--- config.mk ---
export PLATFORM = sky130hd
export DESIGN_NAME = tfx_extractor
export DESIGN_NICKNAME = d
export VERILOG_FILES = /design/src/rtl/tfx_pkg.sv /design/src/rtl/tfx_extractor.sv /design/src/rtl/tfx_lane_mask.sv /design/src/rtl/tfx_regs.sv
export VERILOG_INCLUDE_DIRS = /design/src /design/src/rtl
export SDC_FILE = /design/constraint.sdc
export NUM_CORES = 1
export LEC_CHECK = 0
export BUFFER_PORTS_ARGS = -buffer_cell sky130_fd_sc_hd__buf_2
export CAP_MARGIN = 10
export CORE_MARGIN = 5
export CORE_UTILIZATION = 50
export CTS_CLUSTER_DIAMETER = 100
export CTS_CLUSTER_SIZE = 12
export DETAILED_ROUTE_END_ITERATION = 10
export PLACE_DENSITY_LB_ADDON = 0.12
export SETUP_SLACK_MARGIN = 0.05
export SKIP_LAST_GASP = 1
export SYNTH_ARGS = -nofsm -noshare
export SYNTH_HDL_FRONTEND = slang
export SYNTH_SLANG_ARGS = --single-unit
--- constraint.sdc ---
create_clock -name clk_i -period 4.9 [get_ports clk_i]
set_input_delay 0.98 -clock clk_i [delete_from_list [all_inputs] [get_ports clk_i]]
set_output_delay 0.98 -clock clk_i [all_outputs]
set_load 0.05 [all_outputs]
--- src/rtl/tfx_consts.svh ---
/*
 * shared constants of the transmit frame extractor: command word fields,
 * register offsets and field positions, reset values.
 * assumes nothing; definitions only, included by bare name.
 */
`ifndef TFX_CONSTS_SVH
`define TFX_CONSTS_SVH

// command a fields
`define TFX_CMDA_OFS_HI 17
`define TFX_CMDA_OFS_LO 16
`define TFX_CMDA_FIRST 13
`define TFX_CMDA_LAST 12
`define TFX_SIZE_HI 10
`define TFX_SIZE_LO 0

// command b fields
`define TFX_CMDB_CSUM 14
`define TFX_CMDB_NO_CRC 13
`define TFX_CMDB_NO_PAD 12
// compare mask: every bit except the checksum request
`define TFX_CMDB_CMP_MASK 32'hffff_bfff

// mac status word error summary bit
`define TFX_STAT_ERR 15

// register offsets (byte addresses)
`define TFX_REG_CTRL 8'h00
`define TFX_REG_STATUS 8'h04
`define TFX_REG_TXSTAT 8'h08
`define TFX_REG_FRAMES 8'h0c
`define TFX_REG_FRMERR 8'h10

// control register fields
`define TFX_CTRL_CSUM_EN 0
`define TFX_CTRL_STALL_DIS 1
`define TFX_CTRL_RESET 2'h0

// status register fields: bit 0 summary flag, bits 6:1 cause
`define TFX_STS_ERR 0
`define TFX_STS_CAUSE_LO 1
`define TFX_STS_CAUSE_HI 6

// cause vector positions
`define TFX_CAUSE_CMDB 0
`define TFX_CAUSE_NO_FS 1
`define TFX_CAUSE_EXTRA_FS 2
`define TFX_CAUSE_NO_LS 3
`define TFX_CAUSE_EARLY_LS 4
`define TFX_CAUSE_ZERO 5
`define TFX_CAUSE_SUM 5

`endif

--- src/rtl/tfx_pkg.sv ---
/*
 * types of the transmit frame extractor.
 * assumes tfx_consts.svh for numeric constants.
 */
package tfx_pkg;

	typedef enum logic [1:0] {
		TFX_CMD_A,
		TFX_CMD_B,
		TFX_DATA,
		TFX_HALT
	} tfx_state_t;

	typedef logic [5:0] tfx_cause_t;

endpackage

--- src/rtl/tfx_extractor.sv ---
/*
 * read side of the transmit fifo: takes buffers of two command words plus
 * payload, checks them, strips the commands and forwards frame words with
 * byte enables to the mac transmit interface.
 * assumes the fifo read port and mac port run on clk_i; fifo data are
 * valid while fifo_valid_i is high and popped when fifo_ready_o is high.
 */
// The placing of the registers and strobed register access were decided locally.
`timescale 1ns/1ps
`default_nettype none
`include "tfx_consts.svh"

module tfx_extractor
	import tfx_pkg::*;
(
	input wire logic clk_i,
	input wire logic rst_i,
	// transmit fifo read port
	input wire logic [31:0] fifo_data_i,
	input wire logic fifo_valid_i,
	output logic fifo_ready_o,
	// mac transmit interface
	output logic [31:0] mac_data_o,
	output logic [3:0] mac_be_o,
	output logic mac_first_o,
	output logic mac_last_o,
	output logic mac_valid_o,
	input wire logic mac_ready_i,
	output logic mac_no_crc_o,
	output logic mac_no_pad_o,
	output logic mac_csum_o,
	// per frame status back from the mac
	input wire logic [31:0] mac_status_i,
	input wire logic mac_status_valid_i,
	output logic status_pulse_o,
	// usb side
	output logic tx_error_o,
	output logic bulk_out_stall_o,
	// register port
	input wire logic [7:0] reg_addr_i,
	input wire logic [31:0] reg_wdata_i,
	input wire logic reg_we_i,
	input wire logic reg_re_i,
	output logic [31:0] reg_rdata_o
);

	tfx_state_t state_q;
	tfx_state_t state_d;

	// current buffer
	logic [31:0] cmda_q;
	logic [9:0] word_idx_q;
	logic [9:0] word_cnt_q;
	logic buf_last_q;
	logic first_word_q;

	// current frame
	logic in_frame_q;
	logic [31:0] ref_cmdb_q;
	logic [11:0] accum_q;

	// output stage
	logic [31:0] out_data_q;
	logic [3:0] out_be_q;
	logic out_first_q;
	logic out_last_q;
	logic out_valid_q;
	logic no_crc_q;
	logic no_pad_q;
	logic csum_q;

	// sticky halt, only reset leaves it
	logic halt_q;
	logic status_pulse_q;

	// decoded command fields
	logic [1:0] cur_ofs_w;
	logic cur_fs_w;
	logic cur_ls_w;
	logic [10:0] cur_size_w;
	logic [10:0] frame_len_w;
	logic [11:0] acc_next_w;
	logic [11:0] span_w;
	tfx_cause_t cause_w;
	logic err_w;

	logic out_free_w;
	logic pop_w;
	logic data_pop_w;
	logic cmdb_pop_w;
	logic [3:0] lane_be_w;

	logic csum_en_w;
	logic stall_dis_w;
	logic err_flag_w;

	assign cur_ofs_w = cmda_q[`TFX_CMDA_OFS_HI:`TFX_CMDA_OFS_LO];
	assign cur_fs_w = cmda_q[`TFX_CMDA_FIRST];
	assign cur_ls_w = cmda_q[`TFX_CMDA_LAST];
	assign cur_size_w = cmda_q[`TFX_SIZE_HI:`TFX_SIZE_LO];
	assign frame_len_w = fifo_data_i[`TFX_SIZE_HI:`TFX_SIZE_LO];

	// running size sum: restarts on a frame opener
	assign acc_next_w = in_frame_q ? (accum_q + {1'b0, cur_size_w}) : {1'b0, cur_size_w};

	// bytes this buffer spans after the two command words, plus 3 so bits 11:2 give its word count
	assign span_w = {10'h000, cur_ofs_w} + {1'b0, cur_size_w} + 12'h003;

	// buffer checks, evaluated as command b leaves the fifo
	always_comb begin
		cause_w = '0;
		if (in_frame_q) begin
			if (((fifo_data_i ^ ref_cmdb_q) & `TFX_CMDB_CMP_MASK) != 32'h0000_0000) begin
				cause_w[`TFX_CAUSE_CMDB] = 1'b1;
			end
			if (cur_fs_w) begin
				cause_w[`TFX_CAUSE_EXTRA_FS] = 1'b1;
			end
		end else if (!cur_fs_w) begin
			cause_w[`TFX_CAUSE_NO_FS] = 1'b1;
		end
		if ((acc_next_w >= {1'b0, frame_len_w}) && !cur_ls_w) begin
			cause_w[`TFX_CAUSE_NO_LS] = 1'b1;
		end
		if (cur_ls_w && (acc_next_w < {1'b0, frame_len_w})) begin
			cause_w[`TFX_CAUSE_EARLY_LS] = 1'b1;
		end
		// zero size and a final sum mismatch share one cause bit
		if (cur_size_w == 11'h000) begin
			cause_w[`TFX_CAUSE_ZERO] = 1'b1;
		end
		if (cur_ls_w && (acc_next_w != {1'b0, frame_len_w})) begin
			cause_w[`TFX_CAUSE_SUM] = 1'b1;
		end
	end

	assign err_w = cmdb_pop_w && (cause_w != '0);

	// output stage takes a word when empty or being drained
	assign out_free_w = !out_valid_q || mac_ready_i;

	// commands are always swallowed outside the halt state; payload only when the mac keeps up
	always_comb begin
		case (state_q)
			TFX_CMD_A: fifo_ready_o = 1'b1;
			TFX_CMD_B: fifo_ready_o = 1'b1;
			TFX_DATA: fifo_ready_o = out_free_w;
			default: fifo_ready_o = 1'b0;
		endcase
	end

	assign pop_w = fifo_ready_o && fifo_valid_i;
	assign cmdb_pop_w = pop_w && (state_q == TFX_CMD_B);
	assign data_pop_w = pop_w && (state_q == TFX_DATA);

	always_comb begin
		state_d = state_q;
		case (state_q)
			TFX_CMD_A: begin
				if (pop_w) begin
					state_d = TFX_CMD_B;
				end
			end
			TFX_CMD_B: begin
				if (err_w) begin
					state_d = TFX_HALT;
				end else if (pop_w) begin
					state_d = TFX_DATA;
				end
			end
			TFX_DATA: begin
				if (data_pop_w && (word_idx_q == word_cnt_q - 10'h001)) begin
					state_d = TFX_CMD_A;
				end
			end
			default: state_d = TFX_HALT;
		endcase
	end

	always_ff @(posedge clk_i) begin
		if (rst_i) begin
			state_q <= TFX_CMD_A;
		end else begin
			state_q <= state_d;
		end
	end

	// command a kept for the rest of the buffer
	always_ff @(posedge clk_i) begin
		if (rst_i) begin
			cmda_q <= 32'h0000_0000;
		end else if (pop_w && (state_q == TFX_CMD_A)) begin
			cmda_q <= fifo_data_i;
		end
	end

	// buffer word walk; length from size and offset, commands dropped
	always_ff @(posedge clk_i) begin
		if (rst_i) begin
			word_idx_q <= 10'h000;
			word_cnt_q <= 10'h000;
			buf_last_q <= 1'b0;
		end else if (cmdb_pop_w) begin
			word_idx_q <= 10'h000;
			word_cnt_q <= span_w[11:2];
			buf_last_q <= cur_ls_w;
		end else if (data_pop_w) begin
			word_idx_q <= word_idx_q + 10'h001;
		end
	end

	// frame bookkeeping and the reference command b
	always_ff @(posedge clk_i) begin
		if (rst_i) begin
			in_frame_q <= 1'b0;
			ref_cmdb_q <= 32'h0000_0000;
			accum_q <= 12'h000;
		end else if (cmdb_pop_w && !err_w) begin
			in_frame_q <= !cur_ls_w;
			accum_q <= acc_next_w;
			if (!in_frame_q) begin
				ref_cmdb_q <= fifo_data_i;
			end
		end
	end

	// frame attributes latched from the opening buffer
	always_ff @(posedge clk_i) begin
		if (rst_i) begin
			no_crc_q <= 1'b0;
			no_pad_q <= 1'b0;
			csum_q <= 1'b0;
			first_word_q <= 1'b0;
		end else if (cmdb_pop_w && !err_w && !in_frame_q) begin
			// padding disabled forces the crc back on
			no_crc_q <= fifo_data_i[`TFX_CMDB_NO_CRC] && !fifo_data_i[`TFX_CMDB_NO_PAD];
			no_pad_q <= fifo_data_i[`TFX_CMDB_NO_PAD];
			csum_q <= fifo_data_i[`TFX_CMDB_CSUM] && cur_fs_w && csum_en_w;
			first_word_q <= 1'b1;
		end else if (data_pop_w) begin
			first_word_q <= 1'b0;
		end
	end

	tfx_lane_mask u_lane_mask (
		.word_idx_i(word_idx_q),
		.first_byte_lane_i(cur_ofs_w),
		.byte_count_i(cur_size_w),
		.byte_en_o(lane_be_w)
	);

	// registered output word; last marks the end of the frame length
	always_ff @(posedge clk_i) begin
		if (rst_i) begin
			out_data_q <= 32'h0000_0000;
			out_be_q <= 4'h0;
			out_first_q <= 1'b0;
			out_last_q <= 1'b0;
			out_valid_q <= 1'b0;
		end else if (data_pop_w) begin
			out_data_q <= fifo_data_i;
			out_be_q <= lane_be_w;
			out_first_q <= first_word_q;
			out_last_q <= buf_last_q && (word_idx_q == word_cnt_q - 10'h001);
			out_valid_q <= 1'b1;
		end else if (mac_ready_i) begin
			out_valid_q <= 1'b0;
		end
	end

	// latched here so a later register clear cannot resume the path
	always_ff @(posedge clk_i) begin
		if (rst_i) begin
			halt_q <= 1'b0;
		end else if (err_w) begin
			halt_q <= 1'b1;
		end
	end

	always_ff @(posedge clk_i) begin
		if (rst_i) begin
			status_pulse_q <= 1'b0;
		end else begin
			status_pulse_q <= mac_status_valid_i;
		end
	end

	tfx_regs u_regs (
		.clk_i(clk_i),
		.rst_i(rst_i),
		.reg_addr_i(reg_addr_i),
		.reg_wdata_i(reg_wdata_i),
		.reg_we_i(reg_we_i),
		.reg_re_i(reg_re_i),
		.reg_rdata_o(reg_rdata_o),
		.err_event_i(err_w),
		.err_cause_i(cause_w),
		.mac_status_i(mac_status_i),
		.mac_status_valid_i(mac_status_valid_i),
		.csum_engine_en_o(csum_en_w),
		.stall_disable_o(stall_dis_w),
		.tx_error_flag_o(err_flag_w)
	);

	assign mac_data_o = out_data_q;
	assign mac_be_o = out_be_q;
	assign mac_first_o = out_first_q;
	assign mac_last_o = out_last_q;
	assign mac_valid_o = out_valid_q;
	assign mac_no_crc_o = no_crc_q;
	assign mac_no_pad_o = no_pad_q;
	assign mac_csum_o = csum_q;
	assign status_pulse_o = status_pulse_q;
	assign tx_error_o = err_flag_w;
	// stall holds for the life of the halt unless the stall disable control bit is set, independent of the flag
	assign bulk_out_stall_o = halt_q && !stall_dis_w;

endmodule // tfx_extractor

`default_nettype wire

--- src/rtl/tfx_lane_mask.sv ---
/*
 * byte enables of one data word of a buffer, from its word index,
 * first byte lane and payload byte count.
 * assumes count is nonzero and index lies within the buffer.
 */
`timescale 1ns/1ps
`default_nettype none

module tfx_lane_mask
	import tfx_pkg::*;
(
	input wire logic [9:0] word_idx_i,
	input wire logic [1:0] first_byte_lane_i,
	input wire logic [10:0] byte_count_i,
	output logic [3:0] byte_en_o
);

	logic [11:0] start_w;
	logic [11:0] end_w;

	assign start_w = {10'h000, first_byte_lane_i};
	assign end_w = 12'({1'b0, byte_count_i}) + start_w;

	// a lane is live only between the start offset and the buffer end
	genvar lane;
	generate
		for (lane = 0; lane < 4; lane = lane + 1) begin : g_lane
			logic [11:0] pos_w;
			assign pos_w = {word_idx_i, 2'(lane)};
			assign byte_en_o[lane] = (pos_w >= start_w) && (pos_w < end_w);
		end
	endgenerate

endmodule // tfx_lane_mask

`default_nettype wire

--- src/rtl/tfx_regs.sv ---
/*
 * register port of the transmit frame extractor: control bits,
 * sticky error flag with cause, last mac status word and counters.
 * assumes one-cycle strobes, never both at once, from the same clock.
 */
`timescale 1ns/1ps
`default_nettype none
`include "tfx_consts.svh"

module tfx_regs
	import tfx_pkg::*;
(
	input wire logic clk_i,
	input wire logic rst_i,
	input wire logic [7:0] reg_addr_i,
	input wire logic [31:0] reg_wdata_i,
	input wire logic reg_we_i,
	input wire logic reg_re_i,
	output logic [31:0] reg_rdata_o,
	input wire logic err_event_i,
	input wire tfx_cause_t err_cause_i,
	input wire logic [31:0] mac_status_i,
	input wire logic mac_status_valid_i,
	output logic csum_engine_en_o,
	output logic stall_disable_o,
	output logic tx_error_flag_o
);

	logic [1:0] ctrl_q;
	logic err_q;
	tfx_cause_t cause_q;
	logic [31:0] txstat_q;
	logic [15:0] frames_q;
	logic [15:0] frmerr_q;
	logic [31:0] rdata_q;
	logic clr_w;

	assign clr_w = reg_we_i && (reg_addr_i == `TFX_REG_STATUS) && reg_wdata_i[`TFX_STS_ERR];

	always_ff @(posedge clk_i) begin
		if (rst_i) begin
			ctrl_q <= `TFX_CTRL_RESET;
		end else if (reg_we_i && (reg_addr_i == `TFX_REG_CTRL)) begin
			ctrl_q <= reg_wdata_i[1:0];
		end
	end

	// write one clears; a new error in the same cycle wins
	always_ff @(posedge clk_i) begin
		if (rst_i) begin
			err_q <= 1'b0;
			cause_q <= '0;
		end else if (err_event_i) begin
			err_q <= 1'b1;
			cause_q <= cause_q | err_cause_i;
		end else if (clr_w) begin
			err_q <= 1'b0;
			cause_q <= '0;
		end
	end

	// status word feeds statistics
	always_ff @(posedge clk_i) begin
		if (rst_i) begin
			txstat_q <= 32'h0000_0000;
			frames_q <= 16'h0000;
			frmerr_q <= 16'h0000;
		end else if (mac_status_valid_i) begin
			txstat_q <= mac_status_i;
			frames_q <= frames_q + 16'h0001;
			if (mac_status_i[`TFX_STAT_ERR]) begin
				frmerr_q <= frmerr_q + 16'h0001;
			end
		end
	end

	// read data stand one cycle after the strobe, zero otherwise
	always_ff @(posedge clk_i) begin
		if (rst_i || !reg_re_i) begin
			rdata_q <= 32'h0000_0000;
		end else if (reg_addr_i == `TFX_REG_CTRL) begin
			rdata_q <= {30'h0000_0000, ctrl_q};
		end else if (reg_addr_i == `TFX_REG_STATUS) begin
			rdata_q <= {25'h000_0000, cause_q, err_q};
		end else if (reg_addr_i == `TFX_REG_TXSTAT) begin
			rdata_q <= txstat_q;
		end else if (reg_addr_i == `TFX_REG_FRAMES) begin
			rdata_q <= {16'h0000, frames_q};
		end else if (reg_addr_i == `TFX_REG_FRMERR) begin
			rdata_q <= {16'h0000, frmerr_q};
		end else begin
			rdata_q <= 32'h0000_0000;
		end
	end

	assign reg_rdata_o = rdata_q;
	assign csum_engine_en_o = ctrl_q[`TFX_CTRL_CSUM_EN];
	assign stall_disable_o = ctrl_q[`TFX_CTRL_STALL_DIS];
	assign tx_error_flag_o = err_q;

endmodule // tfx_regs

`default_nettype wire

==> impl_results.md <==
- # H-tree levels: 1
- Slowest cell on the critical path: mux2_4
- N_diodes: 0
- Max Root-Sink Buffers: 3
- Worst-path fanout max: 17
- Reg2reg setup slack: 0.35 ns
- Post-synth top area share: 42.5%
- Hold path startpoint: mac_last_o$_SDFFE_PP0P_
- Arrival @ worst endpoint: 4.97 ns
- Startpoint Class: register
- Number of synthesized register bits: 231
- Required time of the critical path: 5.32 ns
- TNS Setup: 0 ns
- Initial Utilization: 50.3%
- # rows: 54
- Drc violations: 0
- CTS tree: done
- Endpoint, Worst Hold: mac_last_o$_SDFFE_PP0P_
- Period Utilization, post-route: 92.9%
- Final hold slack: between 0.4 and 0.5 ns
- Layout overhead on the synthesized area: 15.2%
- Die footprint: 24800 sq um
- CP max stage delay: 0.43 ns
- P per Cell Area: 310 nW/um^2
- Multi-input logic area: 5880 sq um
- Fin crit period: between 4 and 5 ns
- CTS sink count: 231
- Nets: approximately 1600
- # IOs: 189
- Via Count: 9251
- Crit end category: register
- Share of layout cells above drive strength 1: around 16%
- Place WS: between 0.15 and 0.2 ns
- Total gr overflow: 0
- Vias per std cell: about 5.5
- Reg2reg end: ref_cmdb_q[24]$_SDFFE_PP0P_
- CP Class: reg2reg
- CP cell instances: ha_1, inv_1, fa_1, nor2b_1, o31a_1, o31ai_2, a21o_1, a21o_1, a31oi_1, inv_1, ha_1, o21a_1, a21o_1, a221oi_4, mux2_4, nor4_4, buf_6, mux2i_1
- Die Wd: roughly 160 um
- Port Buffers: 158
- MaxCap Viol Count: 0
- Syn avg cell area: ~8.6 sq um
- Setup violators final: 0
- Clk slew on worst S/H paths: 0.06 ns
- Unrepaired setup endpoints after global routing: no
- Placeable Area: 21600 sq um
- Final WL: ~28000 um
- DRT iter0 DRCs: 634
- Vias in the first global route: slightly below 9000
- Cell taking the most area after synthesis: dfxtp_1
- Peak VDD IR: 0.000242 V
- Dominant synthesized flop cell: dfxtp_1
- Setup bufs post-CTS: 0
- First-pass GRT wire length: 43500 um
- Synth Net Count: approximately 1400
- RePlAce Congestion: 0.807
- Most frequent CP cell: a21o_1
- Status: completed
- Number of synthesis warnings: 0
- Placed Area: 11900 sq um
- FMAX: 220 MHz
- Largest net degree at the start of global routing: 94
- Post-Syn Area: roughly 11000 sq um
- Normalized max-slew margin: between 30 and 40%
- Fill cell count: 2016
- Final Worst Setup Slack: 0.348 ns
- Post-synth ARST share: 0%
- Sequential area share after synthesis: 42.5%
- Tot Pwr: 0.00389 W
- Reg2reg start: accum_q[0]$_SDFFE_PP0P_
- GRT Total Usage: 21.2%
- Hold Path Cell Cnt: 2
- Hold WC Path Type: reg2reg
- Wire per inst: between 15 and 20 um
- Synth cell types: 64
- Antenna violations before repair: 1
- Reg area: about 4600 sq um
- Worst-Skew Late Latency: approximately 0.5 ns
- Synth Instances: 1271
- Final Hold Fails: 0
- Placed wire-length estimate: 19600 um
- Layout Skew: 0.0213 ns
- CTS root buffer: clkbuf_16
- Lkg Pwr: 5.22 nW
- Final Cell Area: 12500 sq um
- Worst Reg-to-Reg Cells: 18
- Post-route ant nets: 0
- Fin. max-slew vios: 0
- Synth top area cells: dfxtp_1 42%, nand2_1 7.5%, mux2i_1 6.3%, xor2_1 5.8%, ha_1 4.6%
- Worst-margin pin slew: 1.00 ns
- Router iterations before antenna repair: 6
- Number of synthesized flops with an enable pin: 0
- CTS Hold Bufs: 0
- CTS Buf Count: 23
- Die H: about 160 um
cells in the mapped netlist, types with 5 or more instances:
cell / number
a21o_1: 5
and4_1: 5
a22oi_1: 6
nor2_1: 106
and2_1: 20
nor4b_1: 5
nor3_1: 26
mux2i_1: 69
o21a_1: 7
a222oi_1: 16
and3_1: 16
dfxtp_1: 231
ha_1: 40
nor2b_1: 13
nand2b_1: 8
o21ai_1: 5
nand2_1: 217
nor4_1: 19
xnor2_1: 17
xor2_1: 72
or3_1: 10
clkbuf_1: 51
a31oi_1: 19
nand3_1: 29
a21oi_1: 96
inv_1: 33
a211oi_1: 9
buf_1: 12
o21ai_0: 24
mux2_2: 5
nand4_1: 23
metal layers:
metal	track usage, %	up-vias	part of all wire [%]
li1	-	4686	-
met1	29.0	4321	46
met2	35.4	210	47
met3	3.77	32	5.7
met4	4.01	2	1.3
met5	0	-	0.025
power breakdown:
| group | switching [W] | total [W] | leakage [nW] | internal, W |
|---|---|---|---|---|
| Combinational | 0.000267 | 0.000415 | 3.06 | 0.000148 |
| Sequential | 0.0000369 | 0.00196 | 1.87 | 0.00192 |
| Clock | 0.000685 | 0.00151 | 0.289 | 0.000829 |
cell families (layout without fill, tap and decap cells):
| family | Yosys count | after routing | synth area share, % |
|---|---|---|---|
| compound gates | 219 | 219 | 12.8 |
| simple gates | 510 | 510 | 21.8 |
| fa+ha+maj | 42 | 42 | 4.97 |
| xor+xnor | 89 | 89 | 7.16 |
| mux | 75 | 75 | 6.97 |
| buf+inv | 105 | 237 | 3.87 |
| flops | 231 | 231 | 42.5 |
metrics by stage:
step | utilization [%] | cells
detailed placement | 55.0 | 1658
floorplan | - | 1271
global route | 58.0 | 1683
global placement | 55.0 | 1658
finish | 58.0 | 1683
CTS | 57.8 | 1682
registers in the layout, indices dropped and copies added (netlist names), 2 cells and up:
signal,count
cmda_q,15
accum_q,12
word_idx_q,10
u_regs.frmerr_q,16
u_regs.reg_rdata_o,32
mac_be_o,4
u_regs.frames_q,16
u_regs.txstat_q,32
mac_data_o,32
word_cnt_q,10
u_regs.cause_q,6
ref_cmdb_q,31
u_regs.ctrl_q,2
state_q,2
layout make-up:
| class | instances | area share [%] |
|---|---|---|
| multi-input combinational | 935 | 46.9 |
| inverter | 35 | 1.05 |
| tap | 280 | 2.80 |
| timing repair buffer | 178 | 7.70 |
| clock inverter | 1 | 0.0898 |
| clock buffer | 23 | 4.59 |
| sequential | 231 | 36.9 |
layout by cell type, fill, tap and decap left out, types with 4 or more instances in the layout:
cell / n
nor2_1: 106
a21oi_1: 96
o21ai_0: 24
nand3_1: 28
nand4_1: 23
or3_1: 10
clkbuf_16: 24
and2_1: 20
o21a_1: 7
o21ai_1: 5
a21o_1: 5
and3_1: 16
buf_4: 19
and4_1: 5
a22oi_1: 6
buf_2: 157
nor4_1: 18
ha_1: 40
mux2_2: 4
nor4b_1: 5
nand2_1: 217
xor2_1: 72
a222oi_1: 16
a31oi_1: 19
xnor2_1: 17
nor3_1: 26
dfxtp_1: 231
inv_1: 33
a211oi_1: 9
nor2b_1: 13
nand2b_1: 8
a311oi_1: 4
mux2i_1: 69
repair_timing:
item / 4_1_cts / 5_1_grt
setup endpoints to repair: 0 / 43
hold endpoints to repair: 0 / 0
resized for setup: 0 / 6
worst max-delay path by stage:
stage,from,end,slack (ns),cells past startpoint
6_report,accum_q[0]$_SDFFE_PP0P_,ref_cmdb_q[24]$_SDFFE_PP0P_,0.35,18
5_1_grt,cmda_q[0]$_SDFFE_PP0P_,ref_cmdb_q[2]$_SDFFE_PP0P_,0.03,18
4_1_cts,cmda_q[0]$_SDFFE_PP0P_,ref_cmdb_q[2]$_SDFFE_PP0P_,0.15,18
3_5_place_dp,cmda_q[0]$_SDFFE_PP0P_,ref_cmdb_q[2]$_SDFFE_PP0P_,0.20,18
3_3_place_gp,cmda_q[0]$_SDFFE_PP0P_,ref_cmdb_q[15]$_SDFFE_PP0P_,0.25,18
2_1_floorplan,cmda_q[0]$_SDFFE_PP0P_,ref_cmdb_q[10]$_SDFFE_PP0P_,0.71,19
worst max-delay path: cells and delay by family (launching register included):
| kind | cells | cell delay (ns) |
|---|---|---|
| AOI/OAI and AO/OA | 8 | 1.65 |
| muxes | 2 | 0.64 |
| adders and majority gates | 3 | 0.87 |
| DFF | 1 | 0.33 |
| buffers and inverters | 3 | 0.43 |
| and+or+nand+nor | 2 | 0.53 |
No activity file was read; power rests on OpenSTA's default activity.
